File: config.mk
export PLATFORM = sky130hd
export DESIGN_NAME = irfc_top
export DESIGN_NICKNAME = d
export VERILOG_FILES = /design/src/logic/irfc_pkg.sv /design/src/logic/irfc_top.sv
export VERILOG_INCLUDE_DIRS = /design/src /design/src/logic
export SDC_FILE = /design/constraint.sdc
export NUM_CORES = 1
export LEC_CHECK = 0
export BUFFER_PORTS_ARGS = -buffer_cell sky130_fd_sc_hd__clkbuf_2
export CORE_MARGIN = 3
export CORE_UTILIZATION = 53
export CTS_CLUSTER_DIAMETER = 80
export DETAILED_ROUTE_END_ITERATION = 6
export PLACE_DENSITY_LB_ADDON = 0.12
export SETUP_SLACK_MARGIN = 0.2
export SYNTH_ARGS = -nofsm -noshare
export SYNTH_HDL_FRONTEND = slang
export SYNTH_SLANG_ARGS = --single-unit
File: constraint.sdc
create_clock -name CLK_I -period 3.55 [get_ports CLK_I]
set_input_delay 0.355 -clock CLK_I [delete_from_list [all_inputs] [get_ports CLK_I]]
set_output_delay 0.355 -clock CLK_I [all_outputs]
set_load 0.005 [all_outputs]
File: src/logic/irfc_regs.svh
`ifndef IRFC_REGS_SVH
`define IRFC_REGS_SVH
// window grid and limits, in pixels
`define IRFC_H_STEP       11'h004
`define IRFC_V_STEP       11'h002
`define IRFC_MIN_WIDTH    11'h040
`define IRFC_MIN_HEIGHT   11'h040
`define IRFC_FULL_WIDTH   11'h500
`define IRFC_FULL_HEIGHT  11'h400
// reset values
`define IRFC_RST_WIDTH    11'h500
`define IRFC_RST_HEIGHT   11'h400
`define IRFC_RST_HSTART   11'h000
`define IRFC_RST_VSTART   11'h000
`define IRFC_RST_SUM      2'h1
`define IRFC_MAX_SUM      2'h2
// identity field string length in bytes
`define IRFC_ID_LEN       16
`endif

File: src/logic/irfc_pkg.sv
`default_nettype none
package irfc_pkg;
   typedef enum logic [1:0] {
      WINDOW_FORMAT_CHOICE   = 2'b00,
      SUMMING_FORMAT_CHOICE  = 2'b01,
      SKIPPING_FORMAT_CHOICE = 2'b10
   } irfc_format_type;

   typedef enum logic [3:0] {
      SEL_FORMAT = 4'b0000,
      SEL_WIDTH  = 4'b0001,
      SEL_HEIGHT = 4'b0010,
      SEL_HSTART = 4'b0011,
      SEL_VSTART = 4'b0100,
      SEL_HSUM   = 4'b0101,
      SEL_VSUM   = 4'b0110,
      SEL_STREAM = 4'b0111,
      SEL_EVENT  = 4'b1000,
      SEL_TEST   = 4'b1001
   } irfc_sel_type;

   typedef enum logic [2:0] {
      ID_VENDOR = 3'b000,
      ID_MODEL  = 3'b001,
      ID_MANUF  = 3'b010,
      ID_VERS   = 3'b011,
      ID_SERIAL = 3'b100
   } irfc_id_type;
endpackage
`default_nettype wire

File: src/logic/irfc_top.sv
`timescale 1ns/100ps
`default_nettype none
`include "irfc_regs.svh"

// Behaviour
// - three formats, window after reset
// - format writes ignored while streaming
// - in window format rows outside window read fast
// - in window format frame length follows height, not width; 1024 rows otherwise
// - one rectangular window only
// - horizontal grid 4, vertical grid 2
// - window 64x64 to 1280x1024, inside image
// - window writes ignored while streaming
// - summing mode adds 2x2 pixels
// - stream channel open bit read/write
// - event notify bit read/write
// - test command emits one event
// - user name kept in non-volatile store
// - read-only identity string fields
// - one sum factor write sets both
// - acquisition start needs open channel
module irfc_top
   import irfc_pkg::*;
#(
   parameter int                    PIX_W     = 10,
   parameter int                    NAME_LEN  = 16,
   parameter logic [8*16-1:0]       VENDOR_ID = "VENDOR_A", // arbitrary value
   parameter logic [8*16-1:0]       MODEL_ID  = "MODEL_A",  // arbitrary value
   parameter logic [8*16-1:0]       MANUF_ID  = "MANUF_A",  // arbitrary value
   parameter logic [8*16-1:0]       VERS_ID   = "1.0",      // arbitrary value
   parameter logic [8*16-1:0]       SERIAL_ID = "00000001"  // arbitrary value
) (
   // clock and reset
   input  wire logic                CLK_I,
   input  wire logic                RST_N_I,
   // configuration write port
   input  wire logic                CFG_WR_I,
   input  wire logic [3:0]          CFG_SEL_I,
   input  wire logic [15:0]         CFG_DATA_I,
   output logic                     CFG_REJECT_O,
   // acquisition commands
   input  wire logic                ACQ_START_I,
   input  wire logic                ACQ_STOP_I,
   output logic                     STREAMING_O,
   // settings in effect
   output logic [1:0]               FORMAT_O,
   output logic [10:0]              WIDTH_O,
   output logic [10:0]              HEIGHT_O,
   output logic [10:0]              HSTART_O,
   output logic [10:0]              VSTART_O,
   output logic [1:0]               HSUM_O,
   output logic [1:0]               VSUM_O,
   output logic                     STREAM_OPEN_O,
   output logic                     EVENT_ON_O,
   output logic                     TEST_EVENT_O,
   // row sequencer
   input  wire logic                FRAME_START_I,
   input  wire logic                ROW_STEP_I,
   output logic                     ROW_FAST_O,
   output logic [10:0]              FRAME_ROWS_O,
   // pixel summing: two vertically adjacent pixels per column
   input  wire logic                PIX_VALID_I,
   input  wire logic [PIX_W-1:0]    PIX_TOP_I,
   input  wire logic [PIX_W-1:0]    PIX_BOT_I,
   output logic                     SUM_VALID_O,
   output logic [PIX_W+1:0]         SUM_DATA_O,
   // user name
   input  wire logic                NAME_WR_I,
   input  wire logic [3:0]          NAME_IDX_I,
   input  wire logic [7:0]          NAME_DATA_I,
   input  wire logic                NAME_RD_I,
   output logic [7:0]               NAME_RDATA_O,
   input  wire logic                NV_LOAD_I,
   output logic                     NV_STORE_O,
   output logic [3:0]               NV_IDX_O,
   output logic [7:0]               NV_DATA_O,
   // identity read
   input  wire logic                ID_RD_I,
   input  wire logic [2:0]          ID_SEL_I,
   input  wire logic [3:0]          ID_IDX_I,
   output logic [7:0]               ID_RDATA_O
);
   logic [1:0]                      rst_sync_reg;
   logic                            rst_n;
   irfc_format_type                 format_reg;
   logic [10:0]                     width_reg;
   logic [10:0]                     height_reg;
   logic [10:0]                     hstart_reg;
   logic [10:0]                     vstart_reg;
   logic [1:0]                      hsum_reg;
   logic [1:0]                      vsum_reg;
   logic                            open_reg;
   logic                            event_reg;
   logic                            run_reg;
   logic                            reject_reg;
   logic                            test_reg;
   logic [10:0]                     row_reg;
   logic                            fast_reg;
   logic [10:0]                     rows_reg;
   logic                            half_reg;
   logic [PIX_W:0]                  col_sum_reg;
   logic                            sum_valid_reg;
   logic [PIX_W+1:0]                sum_data_reg;
   logic [7:0]                      name_mem [NAME_LEN];
   logic [7:0]                      name_rdata_reg;
   logic                            nv_store_reg;
   logic [3:0]                      nv_idx_reg;
   logic [7:0]                      nv_data_reg;
   logic [7:0]                      id_rdata_reg;
   logic [10:0]                     val;
   logic                            accept;
   logic                            cfg_wr;
   logic [PIX_W:0]                  col_sum_next;

   always_ff @(posedge CLK_I or negedge RST_N_I) begin
      if (!RST_N_I) begin
         rst_sync_reg <= 2'h0;
      end else begin
         rst_sync_reg <= {rst_sync_reg[0], 1'b1};
      end
   end
   assign rst_n = rst_sync_reg[1];

   assign val = CFG_DATA_I[10:0];
   assign cfg_wr = CFG_WR_I && (CFG_DATA_I[15:11] == 5'h00 || CFG_SEL_I == SEL_STREAM ||
                                CFG_SEL_I == SEL_EVENT || CFG_SEL_I == SEL_TEST);

   // write validation; a refused write leaves the old value in place
   always_comb begin
      accept = 1'b0;
      case (irfc_sel_type'(CFG_SEL_I))
         SEL_FORMAT:
            accept = !run_reg && val <= 11'(SKIPPING_FORMAT_CHOICE);
         SEL_WIDTH:
            accept = !run_reg && val[1:0] == 2'h0 && val >= `IRFC_MIN_WIDTH &&
                     ({1'b0, val} + {1'b0, hstart_reg} <= {1'b0, `IRFC_FULL_WIDTH});
         SEL_HEIGHT:
            accept = !run_reg && val[0] == 1'b0 && val >= `IRFC_MIN_HEIGHT &&
                     ({1'b0, val} + {1'b0, vstart_reg} <= {1'b0, `IRFC_FULL_HEIGHT});
         SEL_HSTART:
            accept = !run_reg && val[1:0] == 2'h0 &&
                     ({1'b0, val} + {1'b0, width_reg} <= {1'b0, `IRFC_FULL_WIDTH});
         SEL_VSTART:
            accept = !run_reg && val[0] == 1'b0 &&
                     ({1'b0, val} + {1'b0, height_reg} <= {1'b0, `IRFC_FULL_HEIGHT});
         SEL_HSUM, SEL_VSUM:
            accept = !run_reg && val != 11'h000 && val <= {9'h000, `IRFC_MAX_SUM};
         SEL_STREAM, SEL_EVENT, SEL_TEST:
            accept = 1'b1;
         default:
            accept = 1'b0;
      endcase
   end

   always_ff @(posedge CLK_I or negedge rst_n) begin
      if (!rst_n) begin
         format_reg <= WINDOW_FORMAT_CHOICE;
         width_reg  <= `IRFC_RST_WIDTH;
         height_reg <= `IRFC_RST_HEIGHT;
         hstart_reg <= `IRFC_RST_HSTART;
         vstart_reg <= `IRFC_RST_VSTART;
         hsum_reg   <= `IRFC_RST_SUM;
         vsum_reg   <= `IRFC_RST_SUM;
         open_reg   <= 1'b0;
         event_reg  <= 1'b0;
      end else if (cfg_wr && accept) begin
         case (irfc_sel_type'(CFG_SEL_I))
            SEL_FORMAT: format_reg <= irfc_format_type'(val[1:0]);
            SEL_WIDTH:  width_reg  <= val;
            SEL_HEIGHT: height_reg <= val;
            SEL_HSTART: hstart_reg <= val;
            SEL_VSTART: vstart_reg <= val;
            SEL_HSUM, SEL_VSUM: begin
               hsum_reg <= val[1:0];
               vsum_reg <= val[1:0];
            end
            SEL_STREAM: open_reg  <= CFG_DATA_I[0];
            SEL_EVENT:  event_reg <= CFG_DATA_I[0];
            default: ;
         endcase
      end
   end

   always_ff @(posedge CLK_I or negedge rst_n) begin
      if (!rst_n) begin
         reject_reg <= 1'b0;
         test_reg   <= 1'b0;
      end else begin
         reject_reg <= CFG_WR_I && !(cfg_wr && accept);
         test_reg   <= cfg_wr && CFG_SEL_I == SEL_TEST;
      end
   end

   // streaming runs from an accepted start until stop or channel close
   always_ff @(posedge CLK_I or negedge rst_n) begin
      if (!rst_n) begin
         run_reg <= 1'b0;
      end else if (ACQ_STOP_I || !open_reg) begin
         run_reg <= 1'b0;
      end else if (ACQ_START_I) begin
         run_reg <= 1'b1;
      end
   end

   // row sequencer: in window format only the window rows are read at normal speed
   always_ff @(posedge CLK_I or negedge rst_n) begin
      if (!rst_n) begin
         row_reg  <= 11'h000;
         fast_reg <= 1'b0;
         rows_reg <= `IRFC_RST_HEIGHT;
      end else begin
         if (FRAME_START_I) begin
            row_reg  <= 11'h000;
            rows_reg <= (format_reg == WINDOW_FORMAT_CHOICE) ? height_reg
                                                             : `IRFC_FULL_HEIGHT;
         end else if (ROW_STEP_I) begin
            row_reg  <= row_reg + 11'h001;
            fast_reg <= (format_reg == WINDOW_FORMAT_CHOICE) &&
                        (row_reg < vstart_reg ||
                         {1'b0, row_reg} >= {1'b0, vstart_reg} + {1'b0, height_reg});
         end
      end
   end

   // 2x2 sum: column pair of vertical sums
   assign col_sum_next = {1'b0, PIX_TOP_I} + {1'b0, PIX_BOT_I};

   always_ff @(posedge CLK_I or negedge rst_n) begin
      if (!rst_n) begin
         half_reg      <= 1'b0;
         col_sum_reg   <= '0;
         sum_valid_reg <= 1'b0;
         sum_data_reg  <= '0;
      end else begin
         sum_valid_reg <= 1'b0;
         if (FRAME_START_I || format_reg != SUMMING_FORMAT_CHOICE) begin
            half_reg <= 1'b0;
         end else if (PIX_VALID_I) begin
            half_reg <= !half_reg;
            if (!half_reg) begin
               col_sum_reg <= col_sum_next;
            end else begin
               sum_valid_reg <= 1'b1;
               sum_data_reg  <= {1'b0, col_sum_reg} + {1'b0, col_sum_next};
            end
         end
      end
   end

   // user name: host writes go to the store unless a load comes in the same cycle; load writes come back from it
   always_ff @(posedge CLK_I) begin
      if (NAME_WR_I || NV_LOAD_I) begin
         name_mem[NAME_IDX_I] <= NAME_DATA_I;
      end
   end

   always_ff @(posedge CLK_I or negedge rst_n) begin
      if (!rst_n) begin
         nv_store_reg   <= 1'b0;
         nv_idx_reg     <= 4'h0;
         nv_data_reg    <= 8'h00;
         name_rdata_reg <= 8'h00;
      end else begin
         nv_store_reg <= NAME_WR_I && !NV_LOAD_I;
         if (NAME_WR_I) begin
            nv_idx_reg  <= NAME_IDX_I;
            nv_data_reg <= NAME_DATA_I;
         end
         if (NAME_RD_I) begin
            name_rdata_reg <= name_mem[NAME_IDX_I];
         end
      end
   end

   // identity strings, byte 0 is the first character
   function automatic logic [7:0] id_byte(input logic [8*16-1:0] s, input logic [3:0] i);
      logic [8*16-1:0] t;
      t = s;
      while (t != '0 && t[8*16-1 -: 8] == 8'h00) begin
         t = t << 8;
      end
      return t[8*16-1 - 8*i -: 8];
   endfunction

   always_ff @(posedge CLK_I or negedge rst_n) begin
      if (!rst_n) begin
         id_rdata_reg <= 8'h00;
      end else if (ID_RD_I) begin
         case (irfc_id_type'(ID_SEL_I))
            ID_VENDOR: id_rdata_reg <= id_byte(VENDOR_ID, ID_IDX_I);
            ID_MODEL:  id_rdata_reg <= id_byte(MODEL_ID, ID_IDX_I);
            ID_MANUF:  id_rdata_reg <= id_byte(MANUF_ID, ID_IDX_I);
            ID_VERS:   id_rdata_reg <= id_byte(VERS_ID, ID_IDX_I);
            ID_SERIAL: id_rdata_reg <= id_byte(SERIAL_ID, ID_IDX_I);
            default:   id_rdata_reg <= 8'h00;
         endcase
      end
   end

   assign CFG_REJECT_O  = reject_reg;
   assign STREAMING_O   = run_reg;
   assign FORMAT_O      = format_reg;
   assign WIDTH_O       = width_reg;
   assign HEIGHT_O      = height_reg;
   assign HSTART_O      = hstart_reg;
   assign VSTART_O      = vstart_reg;
   assign HSUM_O        = hsum_reg;
   assign VSUM_O        = vsum_reg;
   assign STREAM_OPEN_O = open_reg;
   assign EVENT_ON_O    = event_reg;
   assign TEST_EVENT_O  = test_reg;
   assign ROW_FAST_O    = fast_reg;
   assign FRAME_ROWS_O  = rows_reg;
   assign SUM_VALID_O   = sum_valid_reg;
   assign SUM_DATA_O    = sum_data_reg;
   assign NAME_RDATA_O  = name_rdata_reg;
   assign NV_STORE_O    = nv_store_reg;
   assign NV_IDX_O      = nv_idx_reg;
   assign NV_DATA_O     = nv_data_reg;
   assign ID_RDATA_O    = id_rdata_reg;
endmodule
`default_nettype wire

# --- Yosys cells after proc, flatten, opt, wreduce, memory -nomap -nowiden ---
# Memory sizes are Yosys's and may differ from the RTL's. A register that Yosys moved wholly into a read port is not among the register bits.
# Cells that the tools add are included.
totals:
  register_bits: 124
  mem_count: 1
  input_bits: 71
  wordCells: 130
  output_inout_bits: 109
  mem_bits_rw: 128
mem_list:
  columns: ["memory", "depth", "width", "rd", "rd_ports_with_merged_regs", "wr", "line", "rtl"]
  rows:
  - ["name_mem", 16, 8, 1, 1, 1, "irfc_top.sv:104", "logic [7:0] name_mem [NAME_LEN];"]
classes:
  shift: 5
  bitwise_logic: 4
  n_lt_le_gt_ge: 8
  muxes: 14
  reduce_logical: 52
  n_addsub: 9
  n_eq_ne: 14
ops:
  columns: ["cell", "n"]
  rows:
  - ["indexed part select 135 x 33 -> 8 bit, first input constant", 5]
  - ["adder 11 x 11 -> 12 bit", 6]
  - ["less-or-equal comparator 12 x 11 -> 1 bit, second input constant", 4]
  - ["one-hot mux 8 bit (5 select lines)", 1]
  - ["two-way mux 11 bit", 3]
  - ["AND reduction 2 bit", 9]
  - ["logical AND 1 bit", 17]
  - ["== test 4 x 3 -> 1 bit, second input constant", 4]
  - ["greater-or-equal comparator 11 x 12 -> 1 bit", 1]
  - ["adder 10 x 10 -> 11 bit", 1]
  - ["adder 11 x 1 -> 11 bit, second input constant", 1]
  - ["greater-or-equal comparator 11 x 7 -> 1 bit, second input constant", 1]
  - ["less-or-equal comparator 11 x 2 -> 1 bit, second input constant", 1]
  - ["< comparator 11 bit", 1]
  - ["nonzero test 11 bit", 1]
  - ["two-way mux 1 bit", 9]
  - ["== test 4 x 2 -> 1 bit, second input constant", 2]
  - ["== test 4 bit, second input constant", 2]
  - ["subtractor 7 x 7 -> 8 bit, first input constant", 1]
  - ["logical OR 1 bit", 7]
  - ["one-hot mux 1 bit (7 select lines)", 1]
  - ["== test 3 x 2 -> 1 bit, second input constant", 2]
  - ["zero test 1 bit", 6]
  - ["AND reduction 3 bit", 2]
  - ["12 further kinds", 18]

# --- Longest topological paths before layout ---
# Gate-level depths: netlist of the first run.
depth:
  depth_word: 8
  ltp_mapped: 19
  ltp_nobuf: 19

# --- Least setup slack after synthesis of the first run ---
# No wires, ideal clock.
synth_path:
  path_type: "input port to flip-flop"
  startpoint: "in PIX_TOP_I[0]"
  endpoint: "reg sum_data_reg[10] (netlist: SUM_DATA_O[10])"
  stages: 16
  required_ps: 3419
  arrival_time_ps: 3111
  setup_time_ps: 131
  path_buffers: 0
  slack_ps: 308
  path_cell_list: "ha_1 -> fa_1 -> a21o_1 -> a21oi_1 -> o21bai_1 -> a21oi_1 -> o21bai_1 -> a21oi_1 -> nor2b_1 -> o21ai_0 -> nand2b_1 -> ha_1 -> nor4b_1 -> a21oi_1 -> o21ai_0 -> or3_1"
synth_between:
  elab_chain_cells: 2
synth_rtl:
  columns: ["element", "line", "rtl"]
  rows:
  - ["start: declaration", "irfc_top.sv:63", "input wire logic [PIX_W-1:0] PIX_TOP_I,"]
  - ["adder 10 x 10 -> 11 bit", "irfc_top.sv:226", "assign col_sum_next = {1'b0, PIX_TOP_I} + {1'b0, PIX_BOT_I};"]
  - ["named net col_sum_next[10]", "irfc_top.sv:113", "logic [PIX_W:0] col_sum_next;"]
  - ["adder 11 x 11 -> 12 bit", "irfc_top.sv:244", "sum_data_reg <= {1'b0, col_sum_reg} + {1'b0, col_sum_next};"]
  - ["end signal: assignment", "irfc_top.sv:244", null]
  - ["end: declaration", "irfc_top.sv:103", "logic [PIX_W+1:0] sum_data_reg;"]
# The timed path passes the listed nets, and every way through them passes these cells.
# A chain may end at the register's enable or synchronous reset.

# --- Worst setup path in the final report of the first run ---
layout_path:
  startpoint: "reg height_reg[0] (netlist: HEIGHT_O[0])"
  endpoint: "reg vstart_reg[8] (netlist: VSTART_O[8])"
layout_between:
  elab_chain_cells: 6
layout_rtl:
  columns: ["element", "line", "rtl"]
  rows:
  - ["start: declaration", "irfc_top.sv:87", "logic [10:0] height_reg;"]
  - ["start signal: assignment", "irfc_top.sv:159", "height_reg <= `IRFC_RST_HEIGHT;"]
  - ["start signal: assignment", "irfc_top.sv:170", "SEL_HEIGHT: height_reg <= val;"]
  - ["adder 11 x 11 -> 12 bit", "irfc_top.sv:145", "({1'b0, val} + {1'b0, height_reg} <= {1'b0, `IRFC_FULL_HEIGHT});"]
  - ["less-or-equal comparator 12 x 11 -> 1 bit", "irfc_top.sv:145", null]
  - ["logical AND 1 bit", "irfc_top.sv:144", "accept = !run_reg && val[0] == 1'b0 &&"]
  - ["one-hot mux 1 bit (7 select lines)", "irfc_top.sv:131", "case (irfc_sel_type'(CFG_SEL_I))"]
  - ["logical AND 1 bit", "irfc_top.sv:166", "end else if (cfg_wr && accept) begin"]
  - ["AND reduction 2 bit (no source line)", null, null]
  - ["end signal: assignment", "irfc_top.sv:161", "vstart_reg <= `IRFC_RST_VSTART;"]
  - ["end signal: assignment", "irfc_top.sv:172", "SEL_VSTART: vstart_reg <= val;"]
  - ["end: declaration", "irfc_top.sv:89", "logic [10:0] vstart_reg;"]
# No other way between the ends.

==> flow_metrics.py, run 1 <==
metrics = {
    "worst_setup_path": {
        "crit_type": "flop to flop",
        "cp_top_family": "compound AO/OA/AOI/OAI gates",
        "required_ns": 3.98,
        "cp-end-kind": "flop",
        "worst-r2r-cell-count": 14,
        "cp_max_fo": 5,
        "cpMaxStageDelayCell": "dfrtp_2",
        "critical_path_buf_inv_count": 3,
        "worst_setup_path_start_kind": "flop",
        "crit_path_cell_trace": "buf_12 > ha_4 > fa_2 > a211o_1 > a221o_1 > a211oi_2 > o2111ai_2 > o31ai_2 > a32oi_1 > nand4_2 > buf_6 > nand4_4 > clkbuf_16 > mux2_4",
        "slowest_delay_ns": 0.43,
        "cp.arrival_ns": 3.88,
        "cp.depth": 14,
    },
    "sta": {
        "period_share_pct": 97.20,
        "setup_tns_ns": 0,
        "holdWs_ns": 0.02870,
        "period_needed_ns": 3.451,
        "worst_slew_pin_slew_ns": 0.8994,
        "fmax_mhz": 289.8,
        "drv_slew": 0,
        "setup-violations-final": 0,
        "maxSlewHeadroom_pct": 39.82,
        "final.setup_skew_ns": 0.03111,
        "hold_violations": 0,
        "rsz0062_at_grt": "yes",
    },
    "worst_hold_path": {
        "worstHoldPathCells": 3,
        "hold_class": "primary input to flop",
    },
    "logic_synthesis": {
        "synthArstFlopShare_pct": 50.58,
        "yosysSeqAreaShare_pct": 49.94,
        "avgSynthCellArea_sq_um": 12.52,
        "syn-num-nets": 1316,
        "synth_seq_cells": 259,
        "synth_warnings": 0,
        "synth_area_sq_um": 14270,
        "synth_edf_count": 128,
        "synth_cell_types": 78,
        "syn-instance-count": 1140,
        "synthFlopType": "edfxtp_1",
    },
    "placement": {
        "numPortBuffers": 178,
        "dp_hpwl_microns": 24300,
        "postPlaceCellArea_sq_um": 15890,
        "gp_congestion": 0.9038,
    },
    "floorplan": {
        "dieArea_sq_um": 28940,
        "start_util_pct": 54.31,
        "pin_count": 180,
        "die_w_microns": 170.1,
        "core.rowCount": 59,
        "die_h_microns": 170.1,
        "fp.coreArea_sq_um": 26280,
    },
    "grt": {
        "grt_start_max_net_pins": 59,
        "grt-ovfl-total": 0,
        "use_met3_pct": 3.206,
        "grt_usage_pct": 23.50,
        "met2_usage_pct": 38.17,
        "antenna_found_initial": 0,
        "grt_pass1_wl_microns": 53970,
        "grt_pass1_vias": 9998,
        "busiest_layer": "met2",
        "use_met1_pct": 34.33,
    },
    "clocking": {
        "cts-root-buf": "clkbuf_16",
        "clockBufferDepth": 3,
        "clk_pin_slew_worst_paths_ns": 0.07,
        "htree_levels": 1,
        "cts_sinks": 259,
        "cts_tree": "built",
        "clock_latency_ns": 0.56,
        "numCtsBuffers": 28,
    },
    "finish": {
        "fin_nets": 1557,
        "largest_reg_flops": 128,
        "seq_area_sq_um": 7134,
        "final_cell_mix": "clkbuf_2 (178), edfxtp_1 (128), dfrtp_1 (123)",
        "finalCoreUtilization_pct": 65.66,
        "design_area_sq_um": 17260,
        "largest_register": "name_mem",
        "n_fill_cell": 2017,
        "drive_gt1_share_pct": 33.43,
        "syn2layout_area_growth_pct": 20.90,
        "multi_input_area_sq_um": 6883,
        "layout_commonest_cell": "clkbuf_2",
    },
    "pwr": {
        "ir_worst_vdd_uv": 350.6,
        "p_sw_w": 0.001794,
        "seqPwrFrac_pct": 46.3,
        "p_per_area_nw_per_um2": 419.2,
        "p_int_w": 0.005440,
        "combPwrFrac_pct": 12.4,
        "leakagePower_nw": 7.743,
        "finalPower_w": 0.007234,
        "clockPowerShare_pct": 41.4,
        "switching_share_pct": 24.80,
    },
    "run": {
        "drv_cap": 0,
    },
    "route": {
        "drt-initial-drc-count": 780,
        "via_per_inst": 5.783,
        "drcViolationCount": 0,
        "vias": 10060,
        "antenna_left": 0,
        "dr.pass1.iters": 5,
        "wl_microns": 34200,
        "wl_per_cell_microns": 19.67,
    },
    "outcome": {
        "status": "complete, no violations",
    },
}
-- cells in the mapped netlist, types with 4 or more instances --
| cell type | count | area (sq um) |
|---|---|---|
| or3_1 | 8 | 50.05 |
| and3_1 | 7 | 43.79 |
| a211o_1 | 4 | 35.03 |
| edfxtp_1 | 128 | 3844 |
| o22ai_1 | 8 | 50.05 |
| o21ai_1 | 4 | 20.02 |
| ha_1 | 98 | 1226 |
| xor2_1 | 20 | 175.2 |
| mux2i_1 | 6 | 60.06 |
| a21o_1 | 24 | 180.2 |
| mux2_2 | 43 | 484.2 |
| nand4_2 | 5 | 62.56 |
| fa_1 | 7 | 140.1 |
| buf_6 | 5 | 56.30 |
| a31oi_1 | 4 | 25.02 |
| mux4_2 | 40 | 900.9 |
| nand2b_1 | 15 | 93.84 |
| mux2_4 | 34 | 510.5 |
| nor4_1 | 7 | 43.79 |
| nor3_1 | 18 | 90.09 |
| and2_1 | 8 | 50.05 |
| inv_1 | 67 | 251.5 |
| o21a_1 | 7 | 52.55 |
| nor3b_1 | 5 | 37.54 |
| xnor2_1 | 25 | 219.0 |
| or4_1 | 5 | 37.54 |
| o211ai_1 | 9 | 67.56 |
| nand3_1 | 11 | 55.05 |
| o2111ai_1 | 7 | 61.31 |
| o21bai_1 | 14 | 105.1 |
| o211a_1 | 4 | 40.04 |
| o21ai_0 | 64 | 320.3 |
| nand2_1 | 62 | 232.7 |
| nor2_1 | 67 | 251.5 |
| nand4_1 | 7 | 43.79 |
| dfrtp_1 | 126 | 3153 |
| a211oi_1 | 10 | 75.07 |
| o31ai_1 | 4 | 30.03 |
| nor2b_1 | 8 | 50.05 |
| buf_1 | 7 | 26.28 |
| a21oi_1 | 55 | 275.3 |
| clkbuf_1 | 21 | 78.83 |
| dfstp_2 | 5 | 131.4 |
-- logic make-up (layout without fill, tap and decap cells) --
group | Yosys count | in the layout | share of synthesized area [%]
flops | 259 | 259 | 49.94
simple gates | 251 | 251 | 9.178
compound gates | 248 | 248 | 11.57
mux | 123 | 123 | 13.70
fa+ha+maj | 106 | 106 | 9.642
buf+inv | 106 | 369 | 3.156
xor+xnor | 45 | 45 | 2.761
other cells | 2 | 3 | 0.05261
-- layout make-up --
type                            count  share of cell area, %
Clock buffer                       36                  4.633
Sequential cell                   259                  41.34
Timing Repair Buffer              250                  9.215
Inverter                           67                  1.457
Multi-Input combinational cell    775                  39.89
Clock inverter                     16                  1.022
Tap cell                          335                  2.429
Antenna cell                        1                0.01450
-- layer usage --
metal | part of all wire [%] | wire (microns)
met1 | 46 | 15670
met4 | 1.8 | 610
met2 | 46 | 15850
met5 | 0 | 0
met3 | 6.1 | 2071
-- through the flow --
| step | std cells | setup slack [ns] |
|---|---|---|
| global route | 1738 | -0.01904 |
| CTS | 1738 | 0.1246 |
| finish | 1739 | 0.09943 |
| global placement | 1671 | -0.07231 |
| floorplan | 1140 | 0.3075 |
| detailed placement | 1671 | -0.1398 |
-- worst min-delay path: stages --
cell      delay, ns
clkbuf_2       0.08
nor2_1         0.07
nor3b_1        0.05
-- power by group through the flow --
| stage | Sequential (W) | Combinational [W] | Clock, W |
|---|---|---|---|
| 6_report | 0.00335 | 0.000894 | 0.00299 |
| 4_1_cts | 0.00335 | 0.000888 | 0.00304 |
| 5_1_grt | 0.00336 | 0.000988 | 0.00317 |
| 3_3_place_gp | 0.00340 | 0.000853 | 0 |
| 2_1_floorplan | 0.00340 | 0.000533 | 0 |
| 3_5_place_dp | 0.00341 | 0.000868 | 0 |
-- final timing paths --
kind / slack (ns) / endpoint / from
setup / recovery: 0.1 / VSTART_O[8] / HEIGHT_O[0]
hold / removal: 0.03 / STREAMING_O / ACQ_START_I
setup reg to reg: 0.1 / VSTART_O[8] / HEIGHT_O[0]
hold reg to reg: 0.35 / rst_sync_reg[1] / rst_sync_reg[0]
max in group asynchronous: 2.25 / row_reg[0] / rst_sync_reg[1]
min in group asynchronous: 0.11 / rst_sync_reg[1] / RST_N_I
-- repair_timing --
item                       4_1_cts  5_1_grt
setup endpoints to repair       44       50
gates resized for setup         22       33
hold endpoints to repair         4        0
hold buffers                     3        0
buffers inserted                 9        0
gates cloned                     3        0
pin swaps                       14       10
Note: power is estimated with default switching activity, not from simulation.
==> run 2: changes to the inputs <==
--- a/config.mk
+++ b/config.mk
@@ -7,9 +7,9 @@
 export NUM_CORES = 1
 export LEC_CHECK = 0
-export BUFFER_PORTS_ARGS = -buffer_cell sky130_fd_sc_hd__clkbuf_2
 export CORE_MARGIN = 3
-export CORE_UTILIZATION = 53
+export CORE_UTILIZATION = 55
 export CTS_CLUSTER_DIAMETER = 80
 export DETAILED_ROUTE_END_ITERATION = 6
+export DONT_BUFFER_PORTS = 1
 export PLACE_DENSITY_LB_ADDON = 0.12
 export SETUP_SLACK_MARGIN = 0.2
==> constraint.sdc (replaced) <==
create_clock -name CLK_I -period 4 [get_ports CLK_I]
set_input_delay 0.2 -clock CLK_I [delete_from_list [all_inputs] [get_ports CLK_I]]
set_output_delay 0.2 -clock CLK_I [all_outputs]
set_load 0.005 [all_outputs]
==> run 2 against run 1 <==
Net effect: clock-buffer cell count shrank 2; die area fell by 3.5%; highest routed layer unchanged; via count down 5.2%; final cell count shrank 10%.
==> flow_metrics.py, run 2 (synthesis results as in run 1) <==
metrics = {
    "outcome": {
        "status": "complete, no violations",
    },
    "pwr": {
        "p_sw_w": 0.001499,
        "leakagePower_nw": 6.819,
        "p_int_w": 0.004696,
        "ir_worst_vdd_uv": 373.9,
        "combPwrFrac_pct": 10.6,
        "switching_share_pct": 24.20,
        "p_per_area_nw_per_um2": 384.0,
        "seqPwrFrac_pct": 48.2,
        "clockPowerShare_pct": 41.2,
    },
    "finish": {
        "finalCoreUtilization_pct": 63.70,
        "drive_gt1_share_pct": 16.75,
        "syn2layout_area_growth_pct": 13.03,
        "largest_reg_flops": 128,
        "largest_register": "name_mem",
        "layout_commonest_cell": "edfxtp_1",
        "final_cell_mix": "edfxtp_1 (128), dfrtp_1 (125), ha_1 (97)",
        "antenna_cells": 0,
        "fin_nets": 1383,
    },
    "floorplan": {
        "dieArea_sq_um": 27920,
        "die_h_microns": 167.1,
        "fp.coreArea_sq_um": 25330,
        "core.rowCount": 58,
        "die_w_microns": 167.1,
        "start_util_pct": 56.36,
        "pin_count": 180,
    },
    "route": {
        "vias": 9531,
        "antenna_left": 0,
        "via_per_inst": 6.110,
        "wl_per_cell_microns": 22.27,
        "drcViolationCount": 0,
        "wl_microns": 34740,
        "dr.pass1.iters": 5,
        "drt-initial-drc-count": 768,
    },
    "sta": {
        "rsz0062_at_grt": "no",
        "maxSlewHeadroom_pct": 32.73,
        "final.setup_skew_ns": 0.007926,
        "hold_violations": 0,
        "fmax_mhz": 280.0,
        "setup-violations-final": 0,
        "worst_slew_pin_slew_ns": 1.006,
        "drv_slew": 0,
        "period_needed_ns": 3.572,
        "setup_tns_ns": 0,
        "period_share_pct": 89.30,
    },
    "worst_setup_path": {
        "worst_setup_path_start_kind": "flop",
        "ff2ff_setup_slack_ns": 0.43,
        "required_ns": 4.44,
        "crit_type": "flop to flop",
        "r2r_end": "VSTART_O[10]",
        "cp.arrival_ns": 4.01,
        "cp-end-kind": "flop",
        "worst-r2r-cell-count": 12,
        "cp_max_fo": 11,
        "r2r-start": "HSTART_O[0]",
    },
    "worst_hold_path": {
        "hold_class": "primary input to flop",
        "worstHoldPathCells": 2,
        "hold_end": "NAME_RDATA_O[2]",
        "min_from": "NAME_IDX_I[2]",
    },
    "grt": {
        "grt_usage_pct": 24.82,
        "grt_pass1_vias": 9687,
        "grt_start_max_net_pins": 55,
        "antenna_found_initial": 0,
        "grt_pass1_wl_microns": 54910,
        "grt-ovfl-total": 0,
    },
    "clocking": {
        "cts-root-buf": "clkbuf_16",
        "clock_latency_ns": 0.55,
        "cts_sinks": 259,
        "clockBufferDepth": 3,
        "numCtsBuffers": 29,
        "cts_tree": "built",
        "htree_levels": 1,
        "clk_pin_slew_worst_paths_ns": 0.06,
    },
    "placement": {
        "numPortBuffers": 0,
        "gp_congestion": 0.8953,
        "dp_hpwl_microns": 22910,
    },
    "run": {
        "drv_cap": 0,
    },
}
-- run 2: cell type report --
| class | count | area (sq um) |
|---|---|---|
| Fill cell | 1952 | 9193 |
| Multi-Input combinational cell | 775 | 6714 |
| Clock buffer | 34 | 744.5 |
| Inverter | 67 | 251.5 |
| Tap cell | 330 | 412.9 |
| Clock inverter | 20 | 171.4 |
| Sequential cell | 259 | 7132 |
| Timing Repair Buffer | 75 | 708.2 |
-- run 2: worst max-delay path by stage --
stage | from | end | slack, ns | cells after the start
5_1_grt | HEIGHT_O[0] | ROW_FAST_O | 0.18 | 20
2_1_floorplan | HEIGHT_O[0] | ROW_FAST_O | 0.81 | 19
4_1_cts | HEIGHT_O[0] | ROW_FAST_O | 0.37 | 20
3_3_place_gp | HEIGHT_O[0] | ROW_FAST_O | 0.50 | 20
6_report | HSTART_O[0] | VSTART_O[10] | 0.43 | 12
3_5_place_dp | HEIGHT_O[0] | ROW_FAST_O | 0.41 | 20
-- run 2: metrics by stage --
stage               std cells  power, W  instance area (sq um)  setup WS (ns)  hold WS, ns
global route             1560  0.006441                  16130         0.1802    0.0006997
global placement         1447  0.003577                  14610         0.5025     -0.09552
floorplan                1140  0.003494                  14270         0.8068     -0.09559
detailed placement       1447  0.003590                  14610         0.4061     -0.09550
CTS                      1559  0.006240                  16110         0.3722    0.0003276
finish                   1560  0.006196                  16130         0.4280      0.01846
-- run 2: per-layer routing --
layer	GRT usage [%]	wire [microns]	share of wire, %	vias to the layer above
met5	0	0	0	-
met4	7.281	1145	3.3	0
met3	5.264	2330	6.7	70
met2	40.71	16430	47	302
met1	33.77	14830	43	4724
li1	-	-	-	4435
-- run 2: worst max-delay path, cell delays in order, from the launching register on --
cell and delay (ns):
dfrtp_1 0.42, ha_1 0.23, fa_1 0.41, and3_1 0.19, o211ai_1 0.22, a21oi_1 0.12, o21ai_1 0.21, or4b_1 0.46
o211ai_1 0.14, nand4_2 0.27, nand4_2 0.17, buf_4 0.26, mux2_2 0.36
-- run 2: timing repair --
item                       4_1_cts  5_1_grt
setup buffers                    0        1
hold endpoints to repair       236        0
setup endpoints to repair        0       25
gates resized for setup          0        6
hold buffers                    58        0
-- run 2: power by group through the flow --
stage	sequential [W]	combinational, W	clock [W]
finish	0.00299	0.000658	0.00255
global route	0.00300	0.000735	0.00271
CTS	0.00299	0.000656	0.00259
detailed placement	0.00304	0.000548	0
global placement	0.00304	0.000539	0
floorplan	0.00302	0.000473	0
==> run 3: changes to the inputs <==
Settings changed: ABC_AREA set to 1, BUFFER_PORTS_ARGS set to -buffer_cell sky130_fd_sc_hd__clkbuf_2, DONT_BUFFER_PORTS 1 to not set.
==> run 3 against run 2 <==
Net effect: clock-buffer cell count increased by 2; register-to-register slack better by 0.25 ns; global-route usage increased by 1.5 points; sequential share of layout area is 1.7 points lower; core utilization up 1.9 points; sequential power is essentially flat; synthesized area grew 1.5%; fmax increased by 7.5%; via count grew 29%; largest power group unchanged.
==> flow_metrics.py, run 3 <==
metrics = {
    "outcome": {
        "status": "complete, no violations",
    },
    "logic_synthesis": {
        "synthTopCellsByCount": "nand2_1 (440), nand3_1 (168), inv_1 (159)",
        "synth_warnings": 0,
        "synth_area_sq_um": 14490,
        "yosysSeqAreaShare_pct": 49.20,
        "synthFlopType": "edfxtp_1",
        "synthArstFlopShare_pct": 50.58,
        "yosys.area.top_type_share_pct": 26.53,
        "synth_edf_count": 128,
        "avgSynthCellArea_sq_um": 8.780,
        "syn-instance-count": 1650,
        "synth_cell_types": 48,
        "yosysMostFrequentCell": "nand2_1",
        "syn-num-nets": 1826,
        "synth_top_area_cell": "edfxtp_1",
        "ys_top_cells_by_area": "edfxtp_1 (27%), dfrtp_1 (22%), nand2_1 (11%)",
        "synth_seq_cells": 259,
    },
    "floorplan": {
        "fp.coreArea_sq_um": 25540,
        "dieArea_sq_um": 28320,
        "die_w_microns": 168.3,
        "pin_count": 180,
        "core.rowCount": 58,
        "start_util_pct": 56.72,
        "die_h_microns": 168.3,
    },
    "finish": {
        "drive_gt1_share_pct": 14.00,
        "largest_reg_flops": 128,
        "fin_nets": 2005,
        "n_fill_cell": 2136,
        "largest_register": "name_mem",
        "antenna_cells": 0,
        "final_cell_mix": "nand2_1 (440), clkbuf_2 (178), nand3_1 (168)",
        "layout_commonest_cell": "nand2_1",
        "finalCoreUtilization_pct": 65.63,
        "syn2layout_area_growth_pct": 15.73,
    },
    "clocking": {
        "clock_latency_ns": 0.55,
        "clk_pin_slew_worst_paths_ns": 0.06,
        "cts_sinks": 259,
        "htree_levels": 1,
        "cts_setup_buffers": 0,
        "cts_tree": "built",
        "clockBufferDepth": 3,
        "numCtsBuffers": 27,
        "cts-root-buf": "clkbuf_16",
        "cts_resized": 0,
    },
    "sta": {
        "period_needed_ns": 3.322,
        "worst_slew_pin_slew_ns": 0.8692,
        "setup_tns_ns": 0,
        "hold_violations": 0,
        "maxSlewHeadroom_pct": 41.84,
        "period_share_pct": 83.04,
        "drv_slew": 0,
        "setup-violations-final": 0,
        "rsz0062_at_grt": "no",
        "final.setup_skew_ns": 0.008784,
        "fmax_mhz": 301.1,
    },
    "placement": {
        "numPortBuffers": 178,
        "dp_hpwl_microns": 26210,
        "gp_congestion": 0.9081,
    },
    "grt": {
        "grt_pass1_vias": 11780,
        "grt-ovfl-total": 0,
        "antenna_found_initial": 0,
        "grt_start_max_net_pins": 80,
        "grt_pass1_wl_microns": 60950,
        "grt_usage_pct": 26.35,
    },
    "pwr": {
        "ir_worst_vdd_uv": 330.3,
        "p_per_area_nw_per_um2": 395.4,
        "finalPower_w": 0.006629,
        "leakagePower_nw": 8.194,
    },
    "worst_setup_path": {
        "cp_max_fo": 5,
        "cp-end-kind": "flop",
        "cp.arrival_ns": 3.80,
        "required_ns": 4.48,
        "crit_type": "flop to flop",
        "worst_setup_path_start_kind": "flop",
    },
    "route": {
        "via_per_inst": 5.644,
        "vias": 12310,
        "drcViolationCount": 0,
        "wl_per_cell_microns": 16.99,
        "drt-initial-drc-count": 944,
        "dr.pass1.iters": 5,
        "antenna_left": 0,
        "wl_microns": 37050,
    },
    "worst_hold_path": {
        "hold_class": "primary input to flop",
    },
    "run": {
        "drv_cap": 0,
    },
}
## run 3: layout make-up
cell class                 instances  area, sq um  area share (%)
tap                              330        412.9           2.463
timing repair buffer             207         1159           6.910
inverter                         163        611.8           3.649
multi-input combinational       1171         6500           38.77
clock buffer                      36        739.5           4.410
sequential                       259         7132           42.54
clock inverter                    14        211.5           1.261
## run 3: timing repair
| action | CTS | global route |
|---|---|---|
| hold buffers | 15 | 0 |
| endpoints found under the hold margin | 24 | 0 |
| endpoints found under the setup margin | 0 | 0 |
## run 3: cell families (layout without fill, tap and decap cells)
family                   after synthesis  in the layout  synth area share [%]
AND/OR/NAND/NOR                      809            809                 24.06
flip-flops                           259            259                 49.20
AO/OA/AOI/OAI                        224            224                 9.336
buffers and inverters                220            420                 6.045
adder cells (fa/ha/maj)              105            105                 9.431
XOR/XNOR                              31             31                 1.874
other                                  2              2               0.05184
## run 3: worst max-delay path: stages, from the launching register on
cell and delay, ns:
dfrtp_1 0.49, ha_1 0.22, inv_1 0.07, fa_1 0.39, o21ai_0 0.29, nand2_1 0.09
nand2_1 0.07, nand2_1 0.04, nand2_1 0.09, nand2_1 0.06, nand2_1 0.05, nand2_1 0.06
nand2_1 0.06, nand2_1 0.06, nand2_1 0.06, a21oi_1 0.07, xor2_1 0.14, ha_1 0.27
inv_1 0.05, nor2_1 0.13, nand3_1 0.11, nor2_1 0.09, nand2_1 0.05, o2111ai_1 0.09
nand2_1 0.08, nand2_1 0.07
## run 3: path summary, 6_finish.rpt
path	to	from	cells past startpoint	slack, ns
min reg2reg	rst_sync_reg[1]	rst_sync_reg[0]	0	0.35
min	ID_RDATA_O[3]	ID_IDX_I[2]	4	0.04
max reg2reg	ROW_FAST_O	HEIGHT_O[0]	25	0.68
max	ROW_FAST_O	HEIGHT_O[0]	25	0.68
max in group asynchronous	WIDTH_O[10]	rst_sync_reg[1]	1	2.71
min in group asynchronous	NV_DATA_O[0]	rst_sync_reg[1]	0	0.36
## run 3: per-layer routing
layer / share of wire (%) / GRT usage, % / vias up / routed length [microns]
met3: 5.8 / 3.264 / 105 / 2149
met4: 4.0 / 9.534 / 0 / 1472
li1: - / - / 6020 / -
met1: 43 / 35.38 / 5739 / 15810
met5: 0 / 0 / - / 0
met2: 48 / 44.33 / 441 / 17610
## run 3: report_power, final
| group | total [W] | switching [W] | leakage (nW) | internal, W |
|---|---|---|---|---|
| clock network | 0.00268 | 0.00105 | 0.467 | 0.00163 |
| logic | 0.000939 | 0.000593 | 4.83 | 0.000345 |
| registers | 0.00301 | 0.0000899 | 2.90 | 0.00292 |
| total | 0.00663 | 0.00174 | 8.19 | 0.00489 |
## run 3: through the flow
stage,instances,instance area [sq um],hold WS [ns],worst slack [ns]
final,2180,16770,0.03857,0.6785
after global routing,2180,16770,0.04416,0.2948
after CTS,2180,16770,0.01429,0.6896
after detailed placement,2115,15670,-0.01213,0.7171
after global placement,2115,15670,-0.01265,0.8404
after floorplan,1650,14490,-0.09559,1.094
